## config.mk

```make
export PLATFORM = sky130hd
export DESIGN_NAME = motor_run_stop_control
export DESIGN_NICKNAME = d
export VERILOG_FILES = /design/src/verilog/ms_tick_gen.v /design/src/verilog/input_scanner.v /design/src/verilog/motor_run_stop_control.v
export VERILOG_INCLUDE_DIRS = /design/src /design/src/pkg
export SDC_FILE = /design/constraint.sdc
export NUM_CORES = 2
export LEC_CHECK = 0
export BUFFER_PORTS_ARGS = -buffer_cell sky130_fd_sc_hd__clkbuf_2
export CORE_UTILIZATION = 55
export DETAILED_ROUTE_END_ITERATION = 8
export PLACE_DENSITY_LB_ADDON = 0.2
export SLEW_MARGIN = 20
export SYNTH_ARGS = -nofsm -noshare
export SYNTH_HDL_FRONTEND = slang
export SYNTH_HIERARCHICAL = 1
export SYNTH_SLANG_ARGS = --single-unit
```

## constraint.sdc

```tcl
create_clock -name core_clk -period 19.85 [get_ports core_clk]
set_clock_uncertainty 0.05 [all_clocks]
set_input_delay 3.97 -clock core_clk [delete_from_list [all_inputs] [get_ports core_clk]]
set_output_delay 3.97 -clock core_clk [all_outputs]
set_load 0.05 [all_outputs]
```

## src/pkg/motor_ctrl_defines.vh

```
// Register offsets, field layouts, reset values and timing counts.
`ifndef MOTOR_CTRL_DEFINES_VH
`define MOTOR_CTRL_DEFINES_VH
// ----------------------------------------------------------------------
// Register byte offsets
// ----------------------------------------------------------------------
`define OFF_SELECT 12'h000
`define OFF_TIMING 12'h004
`define OFF_LEVELS 12'h008
`define OFF_FREQ 12'h00C
`define OFF_CMD 12'h010
`define OFF_STATUS 12'h014
`define OFF_OUTPUT 12'h018
`define OFF_CTRL 12'h01C
// ----------------------------------------------------------------------
// Select register field positions
// ----------------------------------------------------------------------
`define F_ACCESS 3:0
`define F_RUNSRC 5:4
`define F_FRQSRC 7:6
`define F_STOPM 9:8
`define F_KEYPRI 10
`define F_REVINH 11
`define F_UDMEM 12
`define F_SCAN 13
`define F_OLSEL 16:14
`define F_VLIM 17
`define F_STALL 18
`define F_CAP 23:19
`define F_VFC 27:24
`define F_DUTY 28
// ----------------------------------------------------------------------
// Reset values
// ----------------------------------------------------------------------
`define RST_SELECT 32'h0000_0000
`define RST_TIMING 32'h0032_0005
`define RST_LEVELS 32'h00A0_0096
`define RST_VLIMIT 16'hFFFF
`define RST_DECEL 16'h0064
// ----------------------------------------------------------------------
// Timing: base tick of 1 ms and the two scan periods
// ----------------------------------------------------------------------
`define CLK_MHZ 125
`define TICK_US 1000
`define TICK_CYCLES (`CLK_MHZ * `TICK_US)
`define SCAN_FAST_MS 5
`define SCAN_SLOW_MS 10
`endif

```

## src/verilog/ms_tick_gen.v

```verilog
// Millisecond tick generator used by all blanking timers.
`timescale 1ns/1ps
`default_nettype none
module ms_tick_gen #(
  parameter integer CYCLES = 125000
) (
  input wire core_clk,
  input wire rstn,
  output reg tick_q
);
  reg [16:0] cnt_q;
  always @(posedge core_clk) begin
    if (!rstn) begin
      cnt_q <= 17'h0_0000;
      tick_q <= 1'b0;
    end else if (cnt_q == CYCLES[16:0] - 17'h0_0001) begin
      cnt_q <= 17'h0_0000;
      tick_q <= 1'b1;
    end else begin
      cnt_q <= cnt_q + 17'h0_0001;
      tick_q <= 1'b0;
    end
  end
endmodule // ms_tick_gen
`default_nettype wire

```

## src/verilog/input_scanner.v

```verilog
// Two-flop synchroniser and periodic sampler for the input terminals.
`timescale 1ns/1ps
`default_nettype none
`include "motor_ctrl_defines.vh"
module input_scanner #(
  parameter integer WIDTH = 8
) (
  input wire core_clk,
  input wire rstn,
  input wire msTick,
  input wire slowScan,
  input wire [WIDTH-1:0] pins,
  output reg [WIDTH-1:0] sampled_q
);
  reg [WIDTH-1:0] meta_q;
  reg [WIDTH-1:0] sync_q;
  reg [3:0] ms_q;
  wire [3:0] period;
  assign period = slowScan ? 4'd`SCAN_SLOW_MS : 4'd`SCAN_FAST_MS;
  always @(posedge core_clk) begin
    if (!rstn) begin
      meta_q <= {WIDTH{1'b0}};
      sync_q <= {WIDTH{1'b0}};
      ms_q <= 4'h0;
      sampled_q <= {WIDTH{1'b0}};
    end else begin
      meta_q <= pins;
      sync_q <= meta_q;
      if (msTick) begin
        if (ms_q + 4'h1 >= period) begin
          ms_q <= 4'h0;
          sampled_q <= sync_q;
        end else begin
          ms_q <= ms_q + 4'h1;
        end
      end
    end
  end
endmodule // input_scanner
`default_nettype wire

```

## src/verilog/motor_run_stop_control.v

```verilog
// Run and stop control for a motor drive with an APB register file.
//
// Added by the designer: the placing of the registers and the APB register port.
`timescale 1ns/1ps
`default_nettype none
`include "motor_ctrl_defines.vh"
// Operation
// - Access values 7..12 restore factory defaults except select bits 31:19
// - Odd init values two-wire, even three-wire
// - Run source: keypad, terminals, serial
// - Frequency source: keypad, terminals, serial, pulse
// - Stop mode 0 ramps down at decel
// - Stop mode 1 coasts, blocks run briefly
// - Stop mode 2 waits, then DC brakes
// - Stop mode 3 coasts for computed interval
// - Key priority may ignore keypad STOP
// - Reverse inhibit refuses reverse running
// - Up/down value confirmed, optionally remembered
// - Up/down from keypad and terminals
// - Terminals sampled every 5 or 10 ms
// - Excess load needs sustained overcurrent
// - Detection off, at agree, or always
// - Alarm keeps running, fault stops output
// - Output voltage clamped when limit enabled
// - Stall guard holds frequency rise on overcurrent
// - Access 1 leaves command page and select values 0, 7..12 writable
module motor_run_stop_control #(
  parameter integer TICK_CYCLES = `TICK_CYCLES
) (
  input wire core_clk,
  input wire rstn,
  input wire psel,
  input wire penable,
  input wire pwrite,
  input wire [11:0] paddr,
  input wire [31:0] pwdata,
  output reg [31:0] prdata,
  output reg pready,
  output reg pslverr,
  input wire [7:0] termPins,
  input wire [15:0] motorCurrent,
  input wire [15:0] pulseFreq,
  input wire [15:0] termFreq,
  input wire [15:0] vfVoltage,
  output reg [15:0] outFreq_q,
  output reg [15:0] outVolt_q,
  output reg outEnable_q,
  output reg outReverse_q,
  output reg dcBrake_q,
  output reg alarmBlink_q,
  output reg faultSteady_q
);
  // --------------------------------------------------------------------
  // State and registers
  // --------------------------------------------------------------------
  localparam [2:0] ST_IDLE = 3'd0;
  localparam [2:0] ST_RUN = 3'd1;
  localparam [2:0] ST_DECEL = 3'd2;
  localparam [2:0] ST_BLANK = 3'd3;
  localparam [2:0] ST_BRAKE = 3'd4;
  localparam [2:0] ST_FAULT = 3'd5;
  reg [31:0] select_q;
  reg [31:0] timing_q;
  reg [31:0] levels_q;
  reg [15:0] decel1_q;
  reg [15:0] decel2_q;
  reg [15:0] vlimit_q;
  reg decelSel_q;
  reg [15:0] keyFreq_q;
  reg [15:0] pendFreq_q;
  reg [15:0] memFreq_q;
  reg [15:0] serFreq_q;
  reg threeWire_q;
  reg [2:0] state_q;
  reg [15:0] target_q;
  reg [15:0] timer_q;
  reg [15:0] olCnt_q;
  reg [7:0] termPrev_q;
  reg keyRun_q;
  reg keyRev_q;
  reg serRun_q;
  reg serRev_q;
  reg keyStopEv;
  reg keyUpEv;
  reg keyDownEv;
  reg keyConfEv;
  wire msTick;
  wire [7:0] term;
  // Terminal map: 0 fwd/run, 1 rev/stop, 2 dir, 3 up, 4 down.
  ms_tick_gen #(
    .CYCLES(TICK_CYCLES)
  ) u_tick (
    .core_clk(core_clk),
    .rstn(rstn),
    .tick_q(msTick)
  );
  input_scanner #(
    .WIDTH(8)
  ) u_scan (
    .core_clk(core_clk),
    .rstn(rstn),
    .msTick(msTick),
    .slowScan(select_q[`F_SCAN]),
    .pins(termPins),
    .sampled_q(term)
  );
  // --------------------------------------------------------------------
  // Command selection
  // --------------------------------------------------------------------
  wire [1:0] runSrc = select_q[`F_RUNSRC];
  wire [1:0] stopM = select_q[`F_STOPM];
  wire [2:0] olSel = select_q[`F_OLSEL];
  reg termRun;
  reg termRev;
  reg termLatch_q;
  always @* begin
    if (threeWire_q) begin
      termRun = termLatch_q;
      termRev = term[2];
    end else begin
      termRun = term[0] ^ term[1];
      termRev = term[1];
    end
  end
  reg runCmd;
  reg revCmd;
  always @* begin
    case (runSrc)
      2'd0: begin
        runCmd = keyRun_q;
        revCmd = keyRev_q;
      end
      2'd1: begin
        runCmd = termRun;
        revCmd = termRev;
      end
      2'd2: begin
        runCmd = serRun_q;
        revCmd = serRev_q;
      end
      default: begin
        runCmd = 1'b0;
        revCmd = 1'b0;
      end
    endcase
  end
  reg [15:0] freqCmd;
  always @* begin
    case (select_q[`F_FRQSRC])
      2'd0: freqCmd = keyFreq_q;
      2'd1: freqCmd = termFreq;
      2'd2: freqCmd = serFreq_q;
      default: freqCmd = pulseFreq;
    endcase
  end
  // Keypad STOP may be masked for remote sources.
  wire keyStopOk = !select_q[`F_KEYPRI] || runSrc == 2'd0;
  wire stopReq = !runCmd || (keyStopEv && keyStopOk);
  wire revBad = revCmd && select_q[`F_REVINH];
  wire overI = motorCurrent > levels_q[15:0];
  wire stallI = motorCurrent > levels_q[31:16];
  wire agree = outFreq_q == target_q;
  // --------------------------------------------------------------------
  // Functions
  // --------------------------------------------------------------------
  // Interval scaled by the ratio of the output frequency to full scale.
  function [15:0] scaleTime;
    input [15:0] freq;
    input [15:0] base;
    reg [31:0] prod;
    begin
      prod = freq * base;
      scaleTime = prod[31:16] + 16'h0001;
    end
  endfunction
  function [15:0] stepToward;
    input [15:0] cur;
    input [15:0] goal;
    begin
      if (cur < goal)
        stepToward = cur + 16'h0001;
      else if (cur > goal)
        stepToward = cur - 16'h0001;
      else
        stepToward = cur;
    end
  endfunction
  // --------------------------------------------------------------------
  // Run and stop sequencer
  // --------------------------------------------------------------------
  wire [15:0] activeDecel = decelSel_q ? decel2_q : decel1_q;
  reg [15:0] rateCnt_q;
  wire rateHit = msTick && rateCnt_q == 16'h0000;
  wire olDetect = olCnt_q > timing_q[31:16];
  wire olEnable = olSel != 3'd0 && olSel <= 3'd4;
  wire olWindow = olSel >= 3'd3 || agree;
  always @(posedge core_clk) begin
    if (!rstn) begin
      state_q <= ST_IDLE;
      outFreq_q <= 16'h0000;
      outEnable_q <= 1'b0;
      outReverse_q <= 1'b0;
      dcBrake_q <= 1'b0;
      timer_q <= 16'h0000;
      target_q <= 16'h0000;
      rateCnt_q <= 16'h0000;
      olCnt_q <= 16'h0000;
      alarmBlink_q <= 1'b0;
      faultSteady_q <= 1'b0;
      outVolt_q <= 16'h0000;
    end else begin
      if (msTick)
        rateCnt_q <= rateCnt_q == 16'h0000 ? activeDecel : rateCnt_q - 16'h0001;
      if (msTick && timer_q != 16'h0000)
        timer_q <= timer_q - 16'h0001;
      outVolt_q <= (select_q[`F_VLIM] && vfVoltage > vlimit_q) ?
                   vlimit_q : vfVoltage;
      if (state_q == ST_RUN && olEnable && olWindow && overI) begin
        if (msTick && !olDetect)
          olCnt_q <= olCnt_q + 16'h0001;
      end else begin
        olCnt_q <= 16'h0000;
      end
      case (state_q)
        ST_IDLE: begin
          outEnable_q <= 1'b0;
          dcBrake_q <= 1'b0;
          outFreq_q <= 16'h0000;
          if (runCmd && !stopReq && !revBad) begin
            state_q <= ST_RUN;
            outEnable_q <= 1'b1;
            outReverse_q <= revCmd;
            alarmBlink_q <= 1'b0;
          end
        end
        ST_RUN: begin
          target_q <= freqCmd;
          if (rateHit && !(select_q[`F_STALL] && stallI &&
              outFreq_q < freqCmd))
            outFreq_q <= stepToward(outFreq_q, freqCmd);
          if (olDetect && (olSel == 3'd2 || olSel == 3'd4)) begin
            faultSteady_q <= 1'b1;
            outEnable_q <= 1'b0;
            state_q <= ST_FAULT;
          end else begin
            if (olDetect)
              alarmBlink_q <= 1'b1;
            if (stopReq || revBad) begin
              case (stopM)
                2'd0: state_q <= ST_DECEL;
                2'd1: begin
                  outEnable_q <= 1'b0;
                  timer_q <= timing_q[7:0] * 16'h0064;
                  state_q <= ST_BLANK;
                end
                2'd2: begin
                  outEnable_q <= 1'b0;
                  timer_q <= timing_q[7:0] * 16'h0064;
                  target_q <= scaleTime(outFreq_q,
                              {timing_q[15:8], 8'h00});
                  state_q <= ST_BRAKE;
                end
                default: begin
                  outEnable_q <= 1'b0;
                  timer_q <= scaleTime(outFreq_q, activeDecel);
                  state_q <= ST_BLANK;
                end
              endcase
            end
          end
        end
        ST_DECEL: begin
          if (rateHit)
            outFreq_q <= stepToward(outFreq_q, 16'h0000);
          if (outFreq_q == 16'h0000)
            state_q <= ST_IDLE;
        end
        ST_BLANK: begin
          outFreq_q <= 16'h0000;
          if (timer_q == 16'h0000)
            state_q <= ST_IDLE;
        end
        ST_BRAKE: begin
          outFreq_q <= 16'h0000;
          if (timer_q == 16'h0000) begin
            if (!dcBrake_q) begin
              dcBrake_q <= 1'b1;
              timer_q <= target_q;
            end else begin
              dcBrake_q <= 1'b0;
              state_q <= ST_IDLE;
            end
          end
        end
        ST_FAULT: begin
          outEnable_q <= 1'b0;
          outFreq_q <= 16'h0000;
        end
        default: state_q <= ST_IDLE;
      endcase
      if (state_q == ST_FAULT && keyStopEv) begin
        faultSteady_q <= 1'b0;
        state_q <= ST_IDLE;
      end
    end
  end
  // --------------------------------------------------------------------
  // APB slave and parameter store
  // --------------------------------------------------------------------
  wire acc = psel && penable;
  wire wr = acc && pwrite;
  // Access level 1 leaves only the command page writable, plus select writes of 0 or 7..12.
  wire locked = select_q[`F_ACCESS] == 4'd1;
  wire wrCfg = wr && !locked;
  wire isInit = pwdata[3:0] >= 4'd7 && pwdata[3:0] <= 4'd12;
  always @(posedge core_clk) begin
    if (!rstn) begin
      select_q <= `RST_SELECT;
      timing_q <= `RST_TIMING;
      levels_q <= `RST_LEVELS;
      decel1_q <= `RST_DECEL;
      decel2_q <= `RST_DECEL;
      vlimit_q <= `RST_VLIMIT;
      decelSel_q <= 1'b0;
      threeWire_q <= 1'b0;
      keyFreq_q <= 16'h0000;
      pendFreq_q <= 16'h0000;
      memFreq_q <= 16'h0000;
      serFreq_q <= 16'h0000;
      keyRun_q <= 1'b0;
      keyRev_q <= 1'b0;
      serRun_q <= 1'b0;
      serRev_q <= 1'b0;
      termPrev_q <= 8'h00;
      termLatch_q <= 1'b0;
      pready <= 1'b0;
      pslverr <= 1'b0;
      prdata <= 32'h0000_0000;
      keyStopEv <= 1'b0;
      keyUpEv <= 1'b0;
      keyDownEv <= 1'b0;
      keyConfEv <= 1'b0;
    end else begin
      pready <= acc && !pready;
      pslverr <= 1'b0;
      keyStopEv <= 1'b0;
      keyUpEv <= 1'b0;
      keyDownEv <= 1'b0;
      keyConfEv <= 1'b0;
      termPrev_q <= term;
      if (term[1] == 1'b0)
        termLatch_q <= 1'b0;
      else if (term[0])
        termLatch_q <= 1'b1;
      if (acc && !pready) begin
        case (paddr)
          `OFF_SELECT: prdata <= select_q;
          `OFF_TIMING: prdata <= timing_q;
          `OFF_LEVELS: prdata <= levels_q;
          `OFF_FREQ: prdata <= {decel2_q, decel1_q};
          `OFF_CMD: prdata <= {serFreq_q, keyFreq_q};
          `OFF_STATUS: prdata <= {8'h00, term, 5'h00, state_q,
                                  faultSteady_q, alarmBlink_q,
                                  outReverse_q, outEnable_q,
                                  dcBrake_q, threeWire_q,
                                  locked, decelSel_q};
          `OFF_OUTPUT: prdata <= {outVolt_q, outFreq_q};
          `OFF_CTRL: prdata <= {vlimit_q, pendFreq_q};
          default: begin
            prdata <= 32'h0000_0000;
            pslverr <= 1'b1;
          end
        endcase
      end
      if (wr && !pready) begin
        case (paddr)
          `OFF_SELECT: begin
            if (isInit) begin
              select_q <= {select_q[31:19], 15'h0000, pwdata[3:0]};
              timing_q <= `RST_TIMING;
              levels_q <= `RST_LEVELS;
              decel1_q <= `RST_DECEL;
              decel2_q <= `RST_DECEL;
              vlimit_q <= `RST_VLIMIT;
              threeWire_q <= !pwdata[0];
            end else if (!locked || pwdata[3:0] == 4'd0)
              select_q <= pwdata;
          end
          `OFF_TIMING: if (wrCfg) timing_q <= pwdata;
          `OFF_LEVELS: if (wrCfg) levels_q <= pwdata;
          `OFF_FREQ: if (wrCfg) begin
            decel1_q <= pwdata[15:0];
            decel2_q <= pwdata[31:16];
          end
          `OFF_CMD: begin
            // Bits: 0 run, 1 rev, 2 stop, 3 up, 4 down, 5 enter,
            // 6 serial run, 7 serial rev, 8 decel two, 31:16 serial freq.
            keyRun_q <= pwdata[0] && !pwdata[2];
            keyRev_q <= pwdata[1];
            keyStopEv <= pwdata[2];
            keyUpEv <= pwdata[3];
            keyDownEv <= pwdata[4];
            keyConfEv <= pwdata[5];
            serRun_q <= pwdata[6];
            serRev_q <= pwdata[7];
            decelSel_q <= pwdata[8];
            serFreq_q <= pwdata[31:16];
          end
          `OFF_CTRL: if (wrCfg) vlimit_q <= pwdata[31:16];
          default: ;
        endcase
      end
      // Up/down from keypad or terminal rising edges, staged until confirm.
      if (keyUpEv || (term[3] && !termPrev_q[3]))
        pendFreq_q <= pendFreq_q + 16'h0001;
      else if (keyDownEv || (term[4] && !termPrev_q[4]))
        pendFreq_q <= pendFreq_q - 16'h0001;
      if (keyConfEv) begin
        keyFreq_q <= pendFreq_q;
        if (select_q[`F_UDMEM])
          memFreq_q <= pendFreq_q;
      end else if (state_q == ST_IDLE && runCmd && select_q[`F_UDMEM])
        keyFreq_q <= memFreq_q;
    end
  end
endmodule // motor_run_stop_control
`default_nettype wire

```

After elaboration in Yosys (flattened, before gate mapping). Cells that the tools add are included. Widths: inputs -> output; s select.

Bits in registers: 408. Input port bits: 121. Output and inout port bits: 71. Word-level logic and storage cells: 281.

Add/sub/neg operators: 11. $mul: 3. Magnitude comparators: 13. Equality and inequality tests: 41. Multiplexer cells: 69. Bitwise logic cells: 4. Reduce and logical (&&, ||, !) cells: 96.

Operators with widths (count): $mux 16 (25); $pmux 32 s8 (1); $pmux 16 s2 (5); $pmux 32 s2 (2); $mux 32 (3); $pmux 16 s3 (2); $add 16x1->16 const B (5); $gt 16x16->1 (5); $sub 16x1->16 const B (4); $eq 12x5->1 const B (4); $logic_not 16->1 (3); $mux 19 (2); $mul 16x16->32 (1); $logic_and 1x1->1 (28); $ne 2x2->1 const B (13); $eq 12x4->1 const B (2); $mul 16x8->24 (1); $reduce_and 4->1 (6); $mux 3 (7); $pmux 3 s6 (1); $reduce_and 2->1 (9); $reduce_bool 2->1 (9); $add 17x1->17 const B (1); $eq 17x17->1 const B (1); 42 further kinds (97).

Longest topological paths before layout.
Word-level depth: 10. Depth in mapped cells: 29. Depth with buffers taken out: 27.

By module. Netlist, hierarchy kept.

Modules (own cells, without submodules): motor_run_stop_control (instances 1, cells an instance 4082, area an instance 33265.7 sq um, sequential area each 7186.9 sq um); input_scanner (instances 1, cells an instance 103, area an instance 1081.0 sq um, sequential area each 560.5 sq um); ms_tick_gen (instances 1, cells an instance 90, area an instance 797.0 sq um, sequential area each 360.3 sq um).

Worst setup path after synthesis. Ideal clock, no wire load.

Path type: flip-flop to flip-flop. From: register outFreq_q[7]. To: register timer_q[15]. Setup time: 0.130 ns. Arrival time: 7.671 ns. Data required time: 19.670 ns. Slack: 11.999 ns. Cell stages (with the launch flop): 29. Buffers on the path: 3. Clock period less this slack: 7.851 ns. Cells stage by stage: dfxtp_1 -> clkbuf_1 -> clkbuf_1 -> clkbuf_1 -> nand2_1 -> fa_1 -> inv_1 -> fa_1 -> inv_1 -> fa_1 -> inv_1 -> fa_1 -> fa_1 -> inv_1 -> fa_1 -> inv_1 -> ha_1 -> o21ai_0 -> a21oi_1 -> a22oi_2 -> nand3_1 -> o21a_1 -> o311ai_0 -> nand4_2 -> or4_4 -> o31a_1 -> a211oi_2 -> xnor2_1 -> o22ai_1.

Longest elaborated chain between the ends: 6.

Ends and longest elaborated chain: start, declared (RTL line motor_run_stop_control.v:45) `output reg [15:0] outFreq_q,`; start signal, assigned (RTL line motor_run_stop_control.v:240) `outFreq_q <= stepToward(outFreq_q, freqCmd);`; start signal, assigned (RTL line motor_run_stop_control.v:274) `outFreq_q <= stepToward(outFreq_q, 16'h0000);`; $mul 16x16->32 (RTL line motor_run_stop_control.v:172) `prod = freq * base;`; $add 16x1->16 (RTL line motor_run_stop_control.v:173) `scaleTime = prod[31:16] + 16'h0001;`; $pmux 16 s2 (RTL line motor_run_stop_control.v:249) `case (stopM)`; $mux 16 (RTL line motor_run_stop_control.v:248) `if (stopReq || revBad) begin`; $mux 16 (RTL line motor_run_stop_control.v:241) `if (olDetect && (olSel == 3'd2 || olSel == 3'd4)) begin`; $pmux 16 s2 (RTL line motor_run_stop_control.v:224) `case (state_q)`; end signal, assigned (RTL line motor_run_stop_control.v:253) `timer_q <= timing_q[7:0] * 16'h0064;`; end signal, assigned (RTL line motor_run_stop_control.v:258) `timer_q <= timing_q[7:0] * 16'h0064;`; end signal, assigned (RTL line motor_run_stop_control.v:265) `timer_q <= scaleTime(outFreq_q, activeDecel);`; end, declared (RTL line motor_run_stop_control.v:76) `reg [15:0] timer_q;`.

Every way passes these cells. A chain may end at the register's enable or synchronous reset.

Worst setup path in the final report.
From: register decelSel_q. To: register timer_q[15].

Longest elaborated chain between the ends: 7.

Ends and longest elaborated chain: start, declared (RTL line motor_run_stop_control.v:68) `reg decelSel_q;`; start signal, assigned (RTL line motor_run_stop_control.v:406) `decelSel_q <= pwdata[8];`; $mux 16 (RTL line motor_run_stop_control.v:191) `wire [15:0] activeDecel = decelSel_q ? decel2_q : decel1_q;`; $mul 16x16->32 (RTL line motor_run_stop_control.v:172); $add 16x1->16 (RTL line motor_run_stop_control.v:173); $pmux 16 s2 (RTL line motor_run_stop_control.v:249); $mux 16 (RTL line motor_run_stop_control.v:248); $mux 16 (RTL line motor_run_stop_control.v:241); $pmux 16 s2 (RTL line motor_run_stop_control.v:224).

Every way passes these cells.

==> out/results.tsv <==
stage	metric	value	unit
synthesis	ys_ff_latch	405	
synthesis	yosysWarnings	6	
worst_hold_path	worstHoldStart	u_scan/meta_q[1]	
clocking	cts_resized	0	
clocking	clk_pin_slew	70	ps
setup_path	path_max_fanout	22	
sta	timing.fmax	113	MHz
global_route	grt_pass1_wl	182	mm
floorplan	die_y	255	microns
clocking	clkLatencyLatePin	630	ps
place	place_inst	5110	
synthesis	ys_async_sr_fraction	0	%
outcome	status	complete, no violations	
sta	fin_crit	8820	ps
final_layout	drive_gt1_share	9.76	%
power	p_comb_share	5.6	%
floorplan	fp.coreArea	63100	sq um
global_route	grt_max_degree	111	
sta	fin_crit_sh	44.5	%
power	p_switching	0.480	mW
setup_path	crit_type	reg -> reg	
synthesis	synth_cell_types	95	
power	p_leak	17.0	nW
sta	slew_headroom	10.5	%
power	sw_frac_of_total	25.3	%
place	hpwlAfterDp	86.2	mm
setup_path	cp-start-kind	flip-flop	
worst_hold_path	min_to	u_scan/sync_q[1]	
detailed_routing	drtIter0Drc	3542	
power	finalPower	1.90	mW
detailed_routing	routedWlPerCell	22.8	microns
clocking	cts_setup_buffers	0	
detailed_routing	routed-via-count	32200	
final_layout	fin_nets	4997	
floorplan	fp.dieArea	64900	sq um
final_layout	final_cells	5193	
setup_path	reg2reg_from	decelSel_q	
final_layout	layout_commonest_cell	nand2_1	
floorplan	rows	92	
final_layout	fillers	5723	
setup_path	r2r_setup_slack	11030	ps
floorplan	fp.dieW	255	microns
sta	tns	0	ps
floorplan	io_pins	192	
sta	worst_pin_slew	1330	ps
synthesis	ys_seq_area_share	23.1	%
detailed_routing	ant_nets	0	
synthesis	netlist_area	35100	sq um
synthesis	syn_inst	4275	
power	clkPwrFrac	50.8	%
global_route	antenna_found_initial	4	
setup_path	r2r_cells	25	
detailed_routing	avgViaCountPerCell	6.21	
sta	setup_ws	11030	ps
flow_run	cap_violations	0	
detailed_routing	wl	118	mm
setup_path	required	20260	ps
place	place_congestion	1.00	
synthesis	synth_fp_nets	4960	
global_route	grt_pass1_vias	30700	
sta	drv_slew	0	
place	place_ws	10910	ps
detailed_routing	drc_errors	0	
clocking	numCtsBuffers	46	
setup_path	r2r-end	timer_q[15]	
clocking	root_buffer	clkbuf_16	
clocking	htreeDepth	2	
power	ir_drop	0.0000717	V
synthesis	syn_area_per_cell	8.22	sq um
place	portBuffers	191	
clocking	cts_tree	yes	
final_layout	post-route-util	60.9	%
power	intPower	1.42	mW
clocking	cts_buffer_depth	3	
sta	rsz0062_at_grt	false	
sta	setup_viol	0	
worst_hold_path	holdPathStages	1	
global_route	gr-total-overflow	0	
final_layout	final_cell_mix	535 x nand2_1, 462 x inv_1, 404 x dfxtp_1, 344 x nor2_1, 284 x ha_1	
power	pwr-share-seq	43.6	%
synthesis	synth-edff-count	0	
synthesis	synth_top_flop_cell	dfxtp_1	
floorplan	initial_core_util	55.7	%
sta	hold_viol	0	
worst_hold_path	hp-class	reg -> reg	
final_layout	syn_to_final_growth	9.37	%
setup_path	critPathCaptureType	flip-flop	
setup_path	crit_arrival	9230	ps
clocking	clock-sinks	405	
power	power.density	49.3	nW/um^2
global_route	track_usage	36.7	%
detailed_routing	drt_first_pass_iters	7	
clocking	hold_buffers	0	
## per-layer routing
metal  part of all wire, %  vias up  GRT usage [%]
li1                      -    14600              -
met1                    40    15500           48.9
met2                    43     1822           55.4
met3                    11      382           7.52
met4                   6.8        0           21.0
met5                     0        -              0
## critical path, cell delays in order (launching register included)
cell	delay, ps
dfxtp_1	1040
mux2i_4	760
nor2b_1	160
fa_1	560
inv_1	50
fa_1	450
fa_1	500
fa_1	550
inv_1	50
fa_1	480
inv_1	50
fa_1	480
inv_1	40
ha_1	310
a21oi_1	210
o211ai_1	150
a22oi_2	260
nand3_1	160
o21a_1	210
o311ai_0	670
nand4_2	210
or4_4	610
o31a_1	270
a211oi_2	170
xnor2_1	140
o22ai_1	90
## power groups by stage
stage                     combinational, mW  clock, mW  sequential (mW)
after floorplan                      0.0371          0            0.863
after global placement                0.102          0            0.845
after detailed placement              0.102          0            0.845
after CTS                             0.103      0.962            0.827
after global routing                  0.111      0.996            0.827
final                                 0.106      0.962            0.827
## synth_stat cells (46+ instances only)
cell type,count,area (sq um)
nand2_1,535,2010
inv_1,462,1730
dfxtp_1,405,8110
nor2_1,347,1300
ha_1,284,3550
fa_1,280,5610
clkbuf_1,242,908
a21oi_1,231,1160
o21ai_0,193,966
and2_1,153,957
nand3_1,108,541
nor3_1,95,475
mux2i_1,83,831
xnor2_1,69,604
a22oi_1,68,510
xor2_1,64,561
a211oi_1,62,465
a21o_1,46,345
nor2b_1,46,288
## logic make-up after synthesis
family	after synthesis	synth area share, %
adder cells (fa/ha/maj)	564	26.1
buffers and inverters	726	7.80
XOR/XNOR	134	3.39
AO/OA/AOI/OAI	849	15.9
flip-flops	405	23.1
AND/OR/NAND/NOR	1476	19.7
multiplexers	121	4.09
## state kept, by name, indices dropped and copies added, names as in the netlist, 17 cells and up
register	count
levels_q	32
prdata	32
select_q	32
timing_q	32
u_tick/cnt_q	17
## cell type report
cell class                 count  area [sq um]  share of cell area [%]
antenna                        1          2.50                 0.00651
clock buffer                  57          1280                    3.34
multi-input combinational   3144         24400                    63.5
clock inverter                25           414                    1.08
sequential                   405          8110                    21.1
tap                          846          1060                    2.75
timing repair buffer         251          1410                    3.67
inverter                     464          1750                    4.55
## stage by stage
stage / instance area (sq um) / hold slack (ps)
after floorplan: 35100 / 362
after global placement: 36700 / 364
after detailed placement: 36700 / 370
after CTS: 38400 / 382
after global routing: 38400 / 393
final: 38400 / 379
## worst max-delay path by stage
stage	from	endpoint	slack [ps]	depth (start not counted)
detailed placement	decelSel_q	timer_q[15]	10910	25
global placement	decelSel_q	timer_q[15]	11110	25
CTS	decelSel_q	timer_q[15]	10900	25
floorplan	outFreq_q[7]	timer_q[15]	12000	28
finish	decelSel_q	timer_q[15]	11030	25
global route	decelSel_q	timer_q[15]	10570	25
Power figures use the tool's default switching activity.
